File: src/sgbs_pkg.sv
/*
 * Constants and types for the spare GPIO and boot strap block: bus map,
 * field positions, serial command encoding, frame timing.
 * Assumes a single 100 MHz clock and a synchronous active-low reset.
 */
// Behaviour
// - six spare pins controlled by serial commands
// - reset: all pins input, weak pull-up
// - pin drives only after explicit output command
// - input pull: weak, strong or none
// - input without pull is high impedance
// - strap high at reset release selects boot
// - strap free during reset, taken at release
// - boot mode passes data, no pin commands
// - serial link 8N1, 9600 baud default
package sgbs_pkg;

    localparam int SGBS_CLK_HZ    = 100_000_000;
    localparam int SGBS_BAUD      = 9600;
    localparam int SGBS_NUM_PINS  = 6;
    localparam int SGBS_DATA_BITS = 8;

    // bus map, byte addresses
    localparam logic [3:0] SGBS_ADDR_CTRL   = 4'h0;
    localparam logic [3:0] SGBS_ADDR_STATUS = 4'h4;
    localparam logic [3:0] SGBS_ADDR_PULL   = 4'h8;

    // status fields
    localparam int SGBS_ST_LEVEL  = 0;
    localparam int SGBS_ST_DRIVE  = 8;
    localparam int SGBS_ST_BOOT   = 16;
    localparam int SGBS_ST_FRERR  = 17;
    localparam int SGBS_ST_TXBUSY = 18;
    // pull register fields
    localparam int SGBS_PL_WEAK   = 0;
    localparam int SGBS_PL_STRONG = 8;
    localparam int SGBS_PL_OUTLVL = 16;

    // command byte: opcode high nibble, pin number low nibble
    localparam logic [3:0] SGBS_OP_IN_WEAK   = 4'h1;
    localparam logic [3:0] SGBS_OP_IN_STRONG = 4'h2;
    localparam logic [3:0] SGBS_OP_IN_NOPULL = 4'h3;
    localparam logic [3:0] SGBS_OP_OUT_LOW   = 4'h4;
    localparam logic [3:0] SGBS_OP_OUT_HIGH  = 4'h5;
    localparam logic [3:0] SGBS_OP_READ      = 4'h6;
    localparam logic [7:0] SGBS_REPLY_BASE   = 8'h30;

    typedef struct packed {
        logic [3:0] op;
        logic [3:0] pin;
    } sgbs_cmd_t;

    typedef enum {SGBS_RX_IDLE, SGBS_RX_START, SGBS_RX_DATA, SGBS_RX_STOP} sgbs_rx_state_t;
    typedef enum {SGBS_TX_IDLE, SGBS_TX_START, SGBS_TX_DATA, SGBS_TX_STOP} sgbs_tx_state_t;

endpackage : sgbs_pkg

File: src/sgbs_spare_gpio.sv
/*
 * Spare GPIO pins commanded over an 8N1 serial link, boot strap capture,
 * and an Avalon-MM register slave with waitrequest.
 * Assumes pin and serial inputs are synchronous to clock.
 */
// Implementation choices: the register offsets and the Avalon-MM register port.
module sgbs_spare_gpio
    import sgbs_pkg::*;
#(
    parameter int BAUD_DIV = SGBS_CLK_HZ / SGBS_BAUD
) (
    // clock and reset
    input  wire logic                     clock,
    input  wire logic                     rst_n,
    // avalon-mm slave
    input  wire logic [3:0]               address,
    input  wire logic                     read,
    input  wire logic                     write,
    input  wire logic [3:0]               byteenable,
    input  wire logic [31:0]              writedata,
    output logic      [31:0]              readdata,
    output logic                          waitrequest,
    // serial command link
    input  wire logic                     rxLine,
    output logic                          txLine,
    // spare pins
    input  wire logic [SGBS_NUM_PINS-1:0] spare_pins_in,
    output logic      [SGBS_NUM_PINS-1:0] spare_pins_out,
    output logic      [SGBS_NUM_PINS-1:0] spare_pins_oe,
    output logic      [SGBS_NUM_PINS-1:0] spare_pins_weak_pu,
    output logic      [SGBS_NUM_PINS-1:0] spare_pins_strong_pu,
    // boot selection and loader data
    input  wire logic                     boot_select_strap,
    output logic                          bootMode,
    output logic      [7:0]               bootData,
    output logic                          bootDataValid
);

    localparam logic [15:0] BAUD_DIV_W = 16'(BAUD_DIV);
    localparam logic [15:0] ONE16      = 16'h0001;

    logic [15:0]    baudDiv;
    logic           strapTaken;
    logic           frameErr;
    sgbs_rx_state_t rxState;
    logic [15:0]    rxCnt;
    logic [2:0]     rxBit;
    logic [7:0]     rxShift;
    logic           cmdValid;
    sgbs_cmd_t      cmd;
    sgbs_tx_state_t txState;
    logic [15:0]    txCnt;
    logic [2:0]     txBit;
    logic [7:0]     txShift;
    logic           busReq;
    logic           busAck;
    logic           pinCmd;
    logic           readReq;
    logic           pinLevel;
    logic [31:0]    next_readdata;

    assign busReq   = read | write;
    assign busAck   = busReq & ~waitrequest;
    assign pinCmd   = cmdValid & ~bootMode & (cmd.pin < 4'(SGBS_NUM_PINS));
    assign readReq  = pinCmd & (cmd.op == SGBS_OP_READ);
    assign pinLevel = spare_pins_in[cmd.pin[2:0]];

    // strap is ignored while held in reset and caught once on release
    always_ff @(posedge clock) begin
        if (!rst_n) begin
            strapTaken <= 1'b0;
            bootMode   <= 1'b0;
        end else if (!strapTaken) begin
            strapTaken <= 1'b1;
            bootMode   <= boot_select_strap;
        end
    end

    // serial receiver, samples mid-bit
    always_ff @(posedge clock) begin
        if (!rst_n) begin
            rxState  <= SGBS_RX_IDLE;
            rxCnt    <= 16'h0000;
            rxBit    <= 3'h0;
            rxShift  <= 8'h00;
            cmdValid <= 1'b0;
        end else begin
            cmdValid <= 1'b0;
            case (rxState)
                SGBS_RX_IDLE: begin
                    if (!rxLine) begin
                        rxState <= SGBS_RX_START;
                        rxCnt   <= baudDiv >> 1;
                    end
                end
                SGBS_RX_START: begin
                    if (rxCnt != 16'h0000) begin
                        rxCnt <= rxCnt - ONE16;
                    end else if (!rxLine) begin
                        rxState <= SGBS_RX_DATA;
                        rxCnt   <= baudDiv - ONE16;
                        rxBit   <= 3'h0;
                    end else begin
                        rxState <= SGBS_RX_IDLE; // glitch, not a start bit
                    end
                end
                SGBS_RX_DATA: begin
                    if (rxCnt != 16'h0000) begin
                        rxCnt <= rxCnt - ONE16;
                    end else begin
                        rxShift <= {rxLine, rxShift[7:1]};
                        rxCnt   <= baudDiv - ONE16;
                        rxBit   <= rxBit + 3'h1;
                        if (rxBit == 3'(SGBS_DATA_BITS - 1)) begin
                            rxState <= SGBS_RX_STOP;
                        end
                    end
                end
                SGBS_RX_STOP: begin
                    if (rxCnt != 16'h0000) begin
                        rxCnt <= rxCnt - ONE16;
                    end else begin
                        rxState  <= SGBS_RX_IDLE;
                        cmdValid <= rxLine;
                    end
                end
                default: rxState <= SGBS_RX_IDLE;
            endcase
        end
    end

    assign cmd = sgbs_cmd_t'(rxShift);

    // boot loader gets raw bytes instead of pin commands
    always_ff @(posedge clock) begin
        if (!rst_n) begin
            bootData      <= 8'h00;
            bootDataValid <= 1'b0;
        end else begin
            bootDataValid <= cmdValid & bootMode;
            if (cmdValid && bootMode) begin
                bootData <= rxShift;
            end
        end
    end

    // per-pin configuration, only the addressed pin moves
    for (genvar i = 0; i < SGBS_NUM_PINS; i++) begin : g_pin
        always_ff @(posedge clock) begin
            if (!rst_n) begin
                spare_pins_oe[i]        <= 1'b0;
                spare_pins_out[i]       <= 1'b0;
                spare_pins_weak_pu[i]   <= 1'b1;
                spare_pins_strong_pu[i] <= 1'b0;
            end else if (pinCmd && cmd.pin == 4'(i)) begin
                case (cmd.op)
                    SGBS_OP_IN_WEAK: begin
                        spare_pins_oe[i]        <= 1'b0;
                        spare_pins_weak_pu[i]   <= 1'b1;
                        spare_pins_strong_pu[i] <= 1'b0;
                    end
                    SGBS_OP_IN_STRONG: begin
                        spare_pins_oe[i]        <= 1'b0;
                        spare_pins_weak_pu[i]   <= 1'b0;
                        spare_pins_strong_pu[i] <= 1'b1;
                    end
                    SGBS_OP_IN_NOPULL: begin
                        spare_pins_oe[i]        <= 1'b0;
                        spare_pins_weak_pu[i]   <= 1'b0;
                        spare_pins_strong_pu[i] <= 1'b0;
                    end
                    SGBS_OP_OUT_LOW, SGBS_OP_OUT_HIGH: begin
                        spare_pins_oe[i]        <= 1'b1;
                        spare_pins_out[i]       <= (cmd.op == SGBS_OP_OUT_HIGH);
                        spare_pins_weak_pu[i]   <= 1'b0;
                        spare_pins_strong_pu[i] <= 1'b0;
                    end
                    default: begin
                    end
                endcase
            end
        end
    end

    // reply transmitter; a read while busy is dropped, no queue kept
    always_ff @(posedge clock) begin
        if (!rst_n) begin
            txState <= SGBS_TX_IDLE;
            txCnt   <= 16'h0000;
            txBit   <= 3'h0;
            txShift <= 8'h00;
            txLine  <= 1'b1;
        end else begin
            case (txState)
                SGBS_TX_IDLE: begin
                    txLine <= 1'b1;
                    if (readReq) begin
                        txShift <= SGBS_REPLY_BASE | {7'h00, pinLevel};
                        txState <= SGBS_TX_START;
                        txCnt   <= baudDiv - ONE16;
                        txLine  <= 1'b0;
                    end
                end
                SGBS_TX_START: begin
                    if (txCnt != 16'h0000) begin
                        txCnt <= txCnt - ONE16;
                    end else begin
                        txState <= SGBS_TX_DATA;
                        txCnt   <= baudDiv - ONE16;
                        txBit   <= 3'h0;
                        txLine  <= txShift[0];
                    end
                end
                SGBS_TX_DATA: begin
                    if (txCnt != 16'h0000) begin
                        txCnt <= txCnt - ONE16;
                    end else begin
                        txCnt   <= baudDiv - ONE16;
                        txBit   <= txBit + 3'h1;
                        if (txBit == 3'(SGBS_DATA_BITS - 1)) begin
                            txState <= SGBS_TX_STOP;
                            txLine  <= 1'b1;
                        end else begin
                            txLine  <= txShift[txBit + 3'h1];
                        end
                    end
                end
                SGBS_TX_STOP: begin
                    if (txCnt != 16'h0000) begin
                        txCnt <= txCnt - ONE16;
                    end else begin
                        txState <= SGBS_TX_IDLE;
                    end
                end
                default: txState <= SGBS_TX_IDLE;
            endcase
        end
    end

    // one wait cycle per access, answer on the following edge
    always_ff @(posedge clock) begin
        if (!rst_n) begin
            waitrequest <= 1'b1;
        end else begin
            waitrequest <= ~(busReq & waitrequest);
        end
    end

    // divisor; zero is refused since baudDiv - 1 would wrap the bit timer reloads to 16'hFFFF
    always_ff @(posedge clock) begin
        if (!rst_n) begin
            baudDiv <= BAUD_DIV_W;
        end else if (busAck && write && address == SGBS_ADDR_CTRL) begin
            if ({byteenable[1] ? writedata[15:8] : baudDiv[15:8],
                 byteenable[0] ? writedata[7:0]  : baudDiv[7:0]} != 16'h0000) begin
                baudDiv <= {byteenable[1] ? writedata[15:8] : baudDiv[15:8],
                            byteenable[0] ? writedata[7:0]  : baudDiv[7:0]};
            end
        end
    end

    // framing error sticky, write one to clear, a new error wins
    always_ff @(posedge clock) begin
        if (!rst_n) begin
            frameErr <= 1'b0;
        end else if (rxState == SGBS_RX_STOP && rxCnt == 16'h0000 && !rxLine) begin
            frameErr <= 1'b1;
        end else if (busAck && write && address == SGBS_ADDR_STATUS
                     && byteenable[2] && writedata[SGBS_ST_FRERR]) begin
            frameErr <= 1'b0;
        end
    end

    always_comb begin
        next_readdata = 32'h0000_0000;
        case (address)
            SGBS_ADDR_CTRL: next_readdata[15:0] = baudDiv;
            SGBS_ADDR_STATUS: begin
                next_readdata[SGBS_ST_LEVEL +: SGBS_NUM_PINS] = spare_pins_in;
                next_readdata[SGBS_ST_DRIVE +: SGBS_NUM_PINS] = spare_pins_oe;
                next_readdata[SGBS_ST_BOOT]                   = bootMode;
                next_readdata[SGBS_ST_FRERR]                  = frameErr;
                next_readdata[SGBS_ST_TXBUSY]                 = (txState != SGBS_TX_IDLE);
            end
            SGBS_ADDR_PULL: begin
                next_readdata[SGBS_PL_WEAK   +: SGBS_NUM_PINS] = spare_pins_weak_pu;
                next_readdata[SGBS_PL_STRONG +: SGBS_NUM_PINS] = spare_pins_strong_pu;
                next_readdata[SGBS_PL_OUTLVL +: SGBS_NUM_PINS] = spare_pins_out;
            end
            default: next_readdata = 32'h0000_0000;
        endcase
    end

    always_ff @(posedge clock) begin
        if (!rst_n) begin
            readdata <= 32'h0000_0000;
        end else if (read && waitrequest) begin
            readdata <= next_readdata;
        end
    end
endmodule : sgbs_spare_gpio

File: config.mk
export PLATFORM = sky130hd
export DESIGN_NAME = sgbs_spare_gpio
export DESIGN_NICKNAME = d
export VERILOG_FILES = /design/src/sgbs_pkg.sv /design/src/sgbs_spare_gpio.sv
export SDC_FILE = /design/constraint.sdc
export NUM_CORES = 1
export LEC_CHECK = 0
export ABC_AREA = 1
export BUFFER_PORTS_ARGS = -buffer_cell sky130_fd_sc_hd__buf_2
export CORE_UTILIZATION = 32
export CTS_CLUSTER_SIZE = 8
export DETAILED_ROUTE_END_ITERATION = 6
export PLACE_DENSITY = 0.52
export SKIP_CTS_REPAIR_TIMING = 1
export SYNTH_ARGS = -nofsm -noshare
export SYNTH_HDL_FRONTEND = slang
export SYNTH_SLANG_ARGS = --single-unit
File: constraint.sdc
create_clock -name clock -period 1.95 [get_ports clock]
set_input_delay 0.2925 -clock clock [delete_from_list [all_inputs] [get_ports clock]]
set_output_delay 0.2925 -clock clock [all_outputs]
set_load 0.02 [all_outputs]
==> reports/qor.txt, run 1 <==
Vias/cell: 4.76
Critical Path Start Type: flop
Flops & latches, synth: 129
Commonest cells after routing, fill and taps aside: nand2_1, nor2_1, dfxtp_1, inv_1, a21oi_1
DRT Wirelength: 24.6 mm
Leakage Power: 4.31 nW
Skew final: 0.0126 ns
Power Density: 1080 nW/um2
Pre-CTS WS: 0.0886 ns
R2r startpoint: rxCnt[0]
DRC: 0
Syn. warnings: 0
Number of global-route vias before repair: 7266
Fin Setup TNS: 0 ns
Share of layout cells above drive strength 1: 16.7%
Max-Cap Viols: 0
Std-Cell Rows: 55
Root buffer cell: clkbuf_16
Final Cell Area: 9130 um2
Reg clk slew, reported paths: 0.07 ns
Critical Path, Cell by Cell: inv_2, ha_2, nand2_2, nor2_4, nand3_2, nand2_2, inv_2, nand3_2, buf_12, nor2_1, nand2_1, a21oi_1
Gate Count Post-Synth: 1174
Worst-path fanout max: 14
Initial antenna violation count: 2
Core ar.: 22800 um2
CTS tree: built
Final worst slack: 0.140 ns
# IOs: 120
Placed Instance Area: 8510 um2
Htree depth: 4
RSZ-0062 raised after global routing: no
Die W: 155 um
Most common cell after layout, fill and taps aside: nand2_1
Yosys cell types: 38
CTS sink count: 129
Antenna Violating Nets Remaining: 0
GPL Wtd Cong: 0.876
Flop2flop setup slack: 0.14 ns
Final hold violations: 0
Worst Setup End Kind: flop
First-pass GRT wire length: 38.9 mm
Max Clock Freq: 553 MHz
Die Ht: 155 um
Area growth syn-to-layout: 22.3%
Nets: 1368
CP max stage delay: 0.32 ns
Hold depth: 2
CTS Buffer Depth: 2
R2r endpoint: rxCnt[11]
Hold Crit Class: input port to flop
PortBufs: 93
Required time worst endpoint: 2.24 ns
Peak VDD IR: 0.000434 V
Hold Path Sink: waitrequest
Routed WL per cell: 15.1 um
Fin crit period: 1.81 ns
DRT Pass-1 Iters: 5
Pin count of the biggest net entering global routing: 41
Status: finished, final reports clean
Mapped Area: 7470 um2
Vias: 7738
Synthesized area per cell: 6.36 um2
Gr usage total: 21.1%
Gr ovfl total: 0
Slowest CP cell: dfxtp_1
Total CTS buffers: 17
Max Slew Vio Count: 0
DP Wirelength: 18.7 mm
R2R depth: 12
Buf/Inv on CP: 3
Final period util: 92.8%
Setup violators final: 0
CP top delay family: simple AND/OR/NAND/NOR gates
Clk Latency, worst-skew pair: 0.43 ns
Hold path startpoint: write
Die ar.: 24000 um2
DR iter-0 viols: 440
Initial Util: 32.8%
Post-synthesis sequential area ratio: 34.6%
Kind of critical path: flop to flop
Critical path arrival: 2.10 ns
power breakdown:
| part | total [mW] | internal (mW) | switching, mW |
|---|---|---|---|
| registers | 3.01 | 2.81 | 0.195 |
| clock network | 3.20 | 1.73 | 1.46 |
| logic | 3.69 | 1.28 | 2.41 |
| total | 9.90 | 5.83 | 4.07 |
Yosys cell counts:
cell      count  area (um2)
nand3_2       1        10.0
dfxtp_1     129        2580
o21ai_2       1        8.76
clkbuf_1     19        71.3
xor2_1       20         175
clkinv_1      3        11.3
inv_1       128         480
o211ai_2      1        12.5
o22ai_1       4        25.0
nor4_1        1        6.26
ha_1         16         200
o211ai_1      6        45.0
buf_2         9        45.0
o221ai_1      9        78.8
a21oi_1     119         596
buf_1         3        11.3
o21ai_4       1        16.3
nor2_1      133         499
nand3_1      76         380
a311oi_1      2        17.5
o21ai_0      92         460
xnor2_1       1        8.76
conb_1        1        3.75
nor2_4        2        22.5
nand2_1     316        1190
nand3b_1      1        7.51
buf_6         4        45.0
o21bai_1      2        15.0
a21oi_2       1        8.76
nand4_4       1        21.3
a211oi_1      2        15.0
inv_2         9        33.8
nor2_2       10        62.6
nand4_1      11        68.8
nor3_1        8        40.0
o21ai_1      15        75.1
buf_4        13        97.6
nand2_2       4        25.0
routing by layer:
| metal | global-route usage, % | up-vias | wire length, um |
|---|---|---|---|
| met5 | 0 | - | 13 |
| met4 | 6.98 | 2 | 539 |
| met3 | 4.68 | 31 | 1460 |
| met2 | 34.6 | 204 | 11100 |
| met1 | 27.2 | 3455 | 11500 |
| li1 | - | 4046 | - |
per-stage QoR:
stage               hold WS, ns  total power, mW  std cells  utilization [%]
finish                   0.0756             9.90       1627             40.1
global route             0.0758             10.6       1627             40.1
CTS                      0.0703             9.83       1625             39.9
detailed placement        0.416             6.63       1593             37.3
global placement          0.410             6.63       1593             37.3
floorplan                 0.320             5.56       1183                -
cell type report:
| class | instances | area, um2 |
|---|---|---|
| flip-flops and latches | 129 | 2580 |
| multi-input cells | 866 | 4160 |
| fillers | 2469 | 13600 |
| well taps | 313 | 392 |
| repair buffers | 146 | 892 |
| clock buffers | 18 | 439 |
| inverters | 140 | 529 |
| clock inverters | 14 | 134 |
| diodes | 1 | 2.50 |
worst max-delay path by stage:
stage / start / to / slack, ns / cells after the start
after CTS: rxCnt[0] / rxCnt[10] / 0.08 / 11
after floorplan: rxCnt[0] / cmd[2] / 0.29 / 10
after detailed placement: rxCnt[0] / rxCnt[13] / 0.09 / 11
after global routing: rxCnt[0] / rxCnt[12] / 0.003 / 11
final: rxCnt[0] / rxCnt[11] / 0.14 / 12
after global placement: rxCnt[0] / rxCnt[13] / 0.1 / 11
flip-flops by register name, indices dropped and copies added (netlist names), 3 cells and up:
| signal | flops |
|---|---|
| cmd | 8 |
| spare_pins_strong_pu | 6 |
| rxCnt | 16 |
| spare_pins_out | 6 |
| txBit | 3 |
| spare_pins_oe | 6 |
| txCnt | 16 |
| readdata | 22 |
| bootData | 8 |
| rxBit | 3 |
| baudDiv | 16 |
| spare_pins_weak_pu | 6 |
logic make-up (layout without fill, tap and decap cells):
family,after synthesis,count (layout),share of synthesized area [%]
AND/OR/NAND/NOR,564,564,31.2
XOR/XNOR,21,21,2.46
buffers and inverters,188,318,10.7
adder cells (fa/ha/maj),16,16,2.68
AO/OA/AOI/OAI,255,255,18.4
other,1,11,0.0502
flip-flops,129,129,34.6
No activity file was read; power rests on OpenSTA's default activity.
==> run 2: changes to the inputs <==
CORE_UTILIZATION = 57   (was 32)
PLACE_DENSITY = 0.82   (was 0.52)
==> run 2 against run 1 <==
- count of clock-buffer cells in the layout down 1
- sequential power about the same
- critical path depth unchanged
- routed wire length down 8.1%
- largest power group unchanged
- highest routed layer unchanged
==> reports/qor.txt, run 2 (synthesis results as in run 1) <==
Status: finished, final reports clean
Die ar.: 13600 um2 (-43%)
Hold Path Sink: waitrequest
Max reg flops: 22 (unchanged)
Pre-CTS WS: 0.0822 ns (-0.00640 ns)
Die W: 116 um (-25%)
Leakage Power: 4.30 nW (-0.13%)
Die Ht: 116 um (-25%)
Final worst slack: 0.118 ns (-0.0223 ns)
PortBufs: 93 (unchanged)
Hold depth: 2 (unchanged)
Flop2flop setup slack: 0.12 ns (-0.02 ns)
Kind of critical path: flop to flop
Max Clock Freq: 546 MHz (-1.2%)
Vias/cell: 5.50 (+16%)
Gr ovfl total: 0 (unchanged)
Nets: 1359 (-0.66%)
Final period util: 94.0% (+1.1 points)
Sequential Power Share: 29.7% (-0.7 points)
Clk Latency, worst-skew pair: 0.43 ns (about the same)
Reg with most FFs: readdata
Skew final: 0.00733 ns (-0.00528 ns)
Reg clk slew, reported paths: 0.06 ns (about the same)
Sw Share: 39.0% (-2.1 points)
Critical path arrival: 2.13 ns (+0.03 ns)
Routed WL per cell: 15.3 um (+1.3%)
Fin Setup TNS: 0 ns (unchanged)
Max Slew Vio Count: 0 (unchanged)
Clock power share: 33.7% (+1.4 points)
Combinational share of power: 36.6% (-0.7 points)
First-pass GRT wire length: 35.3 mm (-9.3%)
Fin crit period: 1.83 ns (+0.0223 ns)
Std-Cell Rows: 41 (-25%)
Worst-path fanout max: 10 (-4)
CTS tree: built
DRC: 0 (unchanged)
CTS Buffer Depth: 2 (unchanged)
DRT Wirelength: 22.6 mm (-8.1%)
Pint: 6.19 mW (+6.2%)
Area growth syn-to-layout: 20.1%
Placed Instance Area: 8250 um2 (-3.0%)
Commonest cells after routing, fill and taps aside: nand2_1, nor2_1, dfxtp_1, inv_1, a21oi_1
GPL Wtd Cong: 0.955 (+9.0%)
Vias: 8122 (+5.0%)
# IOs: 120 (unchanged)
Initial antenna violation count: 1 (-1)
Most common cell after layout, fill and taps aside: nand2_1
Peak VDD IR: 0.000717 V (+65%)
R2r endpoint: rxCnt[11]
Hold path startpoint: write
Share of layout cells above drive strength 1: 16.3% (-0.35 points)
DP Wirelength: 16.0 mm (-14%)
Final hold violations: 0 (unchanged)
Total CTS buffers: 17 (unchanged)
Worst Setup End Kind: flop
Initial Util: 58.7% (+26 points)
DRT Pass-1 Iters: 5 (unchanged)
Pin count of the biggest net entering global routing: 38 (-7.3%)
Power Density: 1130 nW/um2 (+4.3%)
Antenna Violating Nets Remaining: 0 (unchanged)
Psw: 3.95 mW (-2.9%)
Critical Path Start Type: flop
Setup violators final: 0 (unchanged)
CTS sink count: 129 (unchanged)
Number of global-route vias before repair: 7212 (-0.74%)
Core ar.: 12700 um2 (-44%)
Gr usage total: 34.2% (+13 points)
R2R depth: 12 (unchanged)
Post-route insts no fill: 1476 (-9.3%)
Hold Crit Class: input port to flop
Max-Cap Viols: 0 (unchanged)
Placed insts: 1441 (-9.5%)
Htree depth: 4 (unchanged)
Antenna cell count: 0 (-1)
Root buffer cell: clkbuf_16
DR iter-0 viols: 856 (+95%)
R2r startpoint: rxCnt[0]
Final Cell Area: 8970 um2 (-1.8%)
Required time worst endpoint: 2.25 ns (about the same)
run 2: power by group through the flow:
stage	clock (mW)	combinational (mW)	sequential, mW
2_1_floorplan	0	2.52	3.04
6_report	3.42	3.71	3.01
3_5_place_dp	0	3.39	3.06
3_3_place_gp	0	3.37	3.05
4_1_cts	3.43	3.41	3.00
5_1_grt	3.54	4.16	3.03
run 2: how the worst max path moves through the flow:
| stage | from | end | slack [ns] | cells after the start |
|---|---|---|---|---|
| after detailed placement | rxCnt[0] | rxCnt[10] | 0.08 | 11 |
| after floorplan | rxCnt[0] | cmd[2] | 0.29 | 10 |
| after CTS | txCnt[0] | txCnt[5] | 0.06 | 13 |
| after global placement | rxCnt[0] | rxCnt[10] | 0.1 | 11 |
| after global routing | rxCnt[0] | rxCnt[11] | -0.05 | 11 |
| final | rxCnt[0] | rxCnt[11] | 0.12 | 12 |
run 2: layout make-up:
cell class	count	area, um2
fillers	1138	3750
inverters	140	529
flip-flops and latches	129	2580
clock inverters	15	198
well taps	172	215
repair buffers	137	838
multi-input cells	866	4190
clock buffers	17	425
run 2: per-layer routing:
metal  global-route usage (%)  share of wire [%]  vias up
li1                         -                  -     4015
met1                     41.6                 40     3614
met2                     56.8                 47      414
met3                     7.73                8.6       77
met4                     16.9                3.8        2
met5                        0              0.075        -
run 2: stage by stage:
| stage | hold WS, ns | utilization, % | power, mW |
|---|---|---|---|
| floorplan | 0.320 | - | 5.56 |
| detailed placement | 0.416 | 64.8 | 6.45 |
| global placement | 0.412 | 64.8 | 6.42 |
| CTS | 0.0680 | 69.7 | 9.84 |
| global route | 0.0810 | 70.5 | 10.7 |
| finish | 0.0701 | 70.5 | 10.1 |
run 2: worst max-delay path: stages (launching register included):
cell     delay (ns)
dfxtp_1        0.31
inv_1          0.09
ha_2           0.23
nand2_4        0.09
nor2_4         0.19
nand3_2        0.12
nand2_2        0.12
inv_2          0.05
nand3_2        0.13
buf_12         0.15
nor2_1         0.04
nand2_1        0.09
a21oi_1        0.08
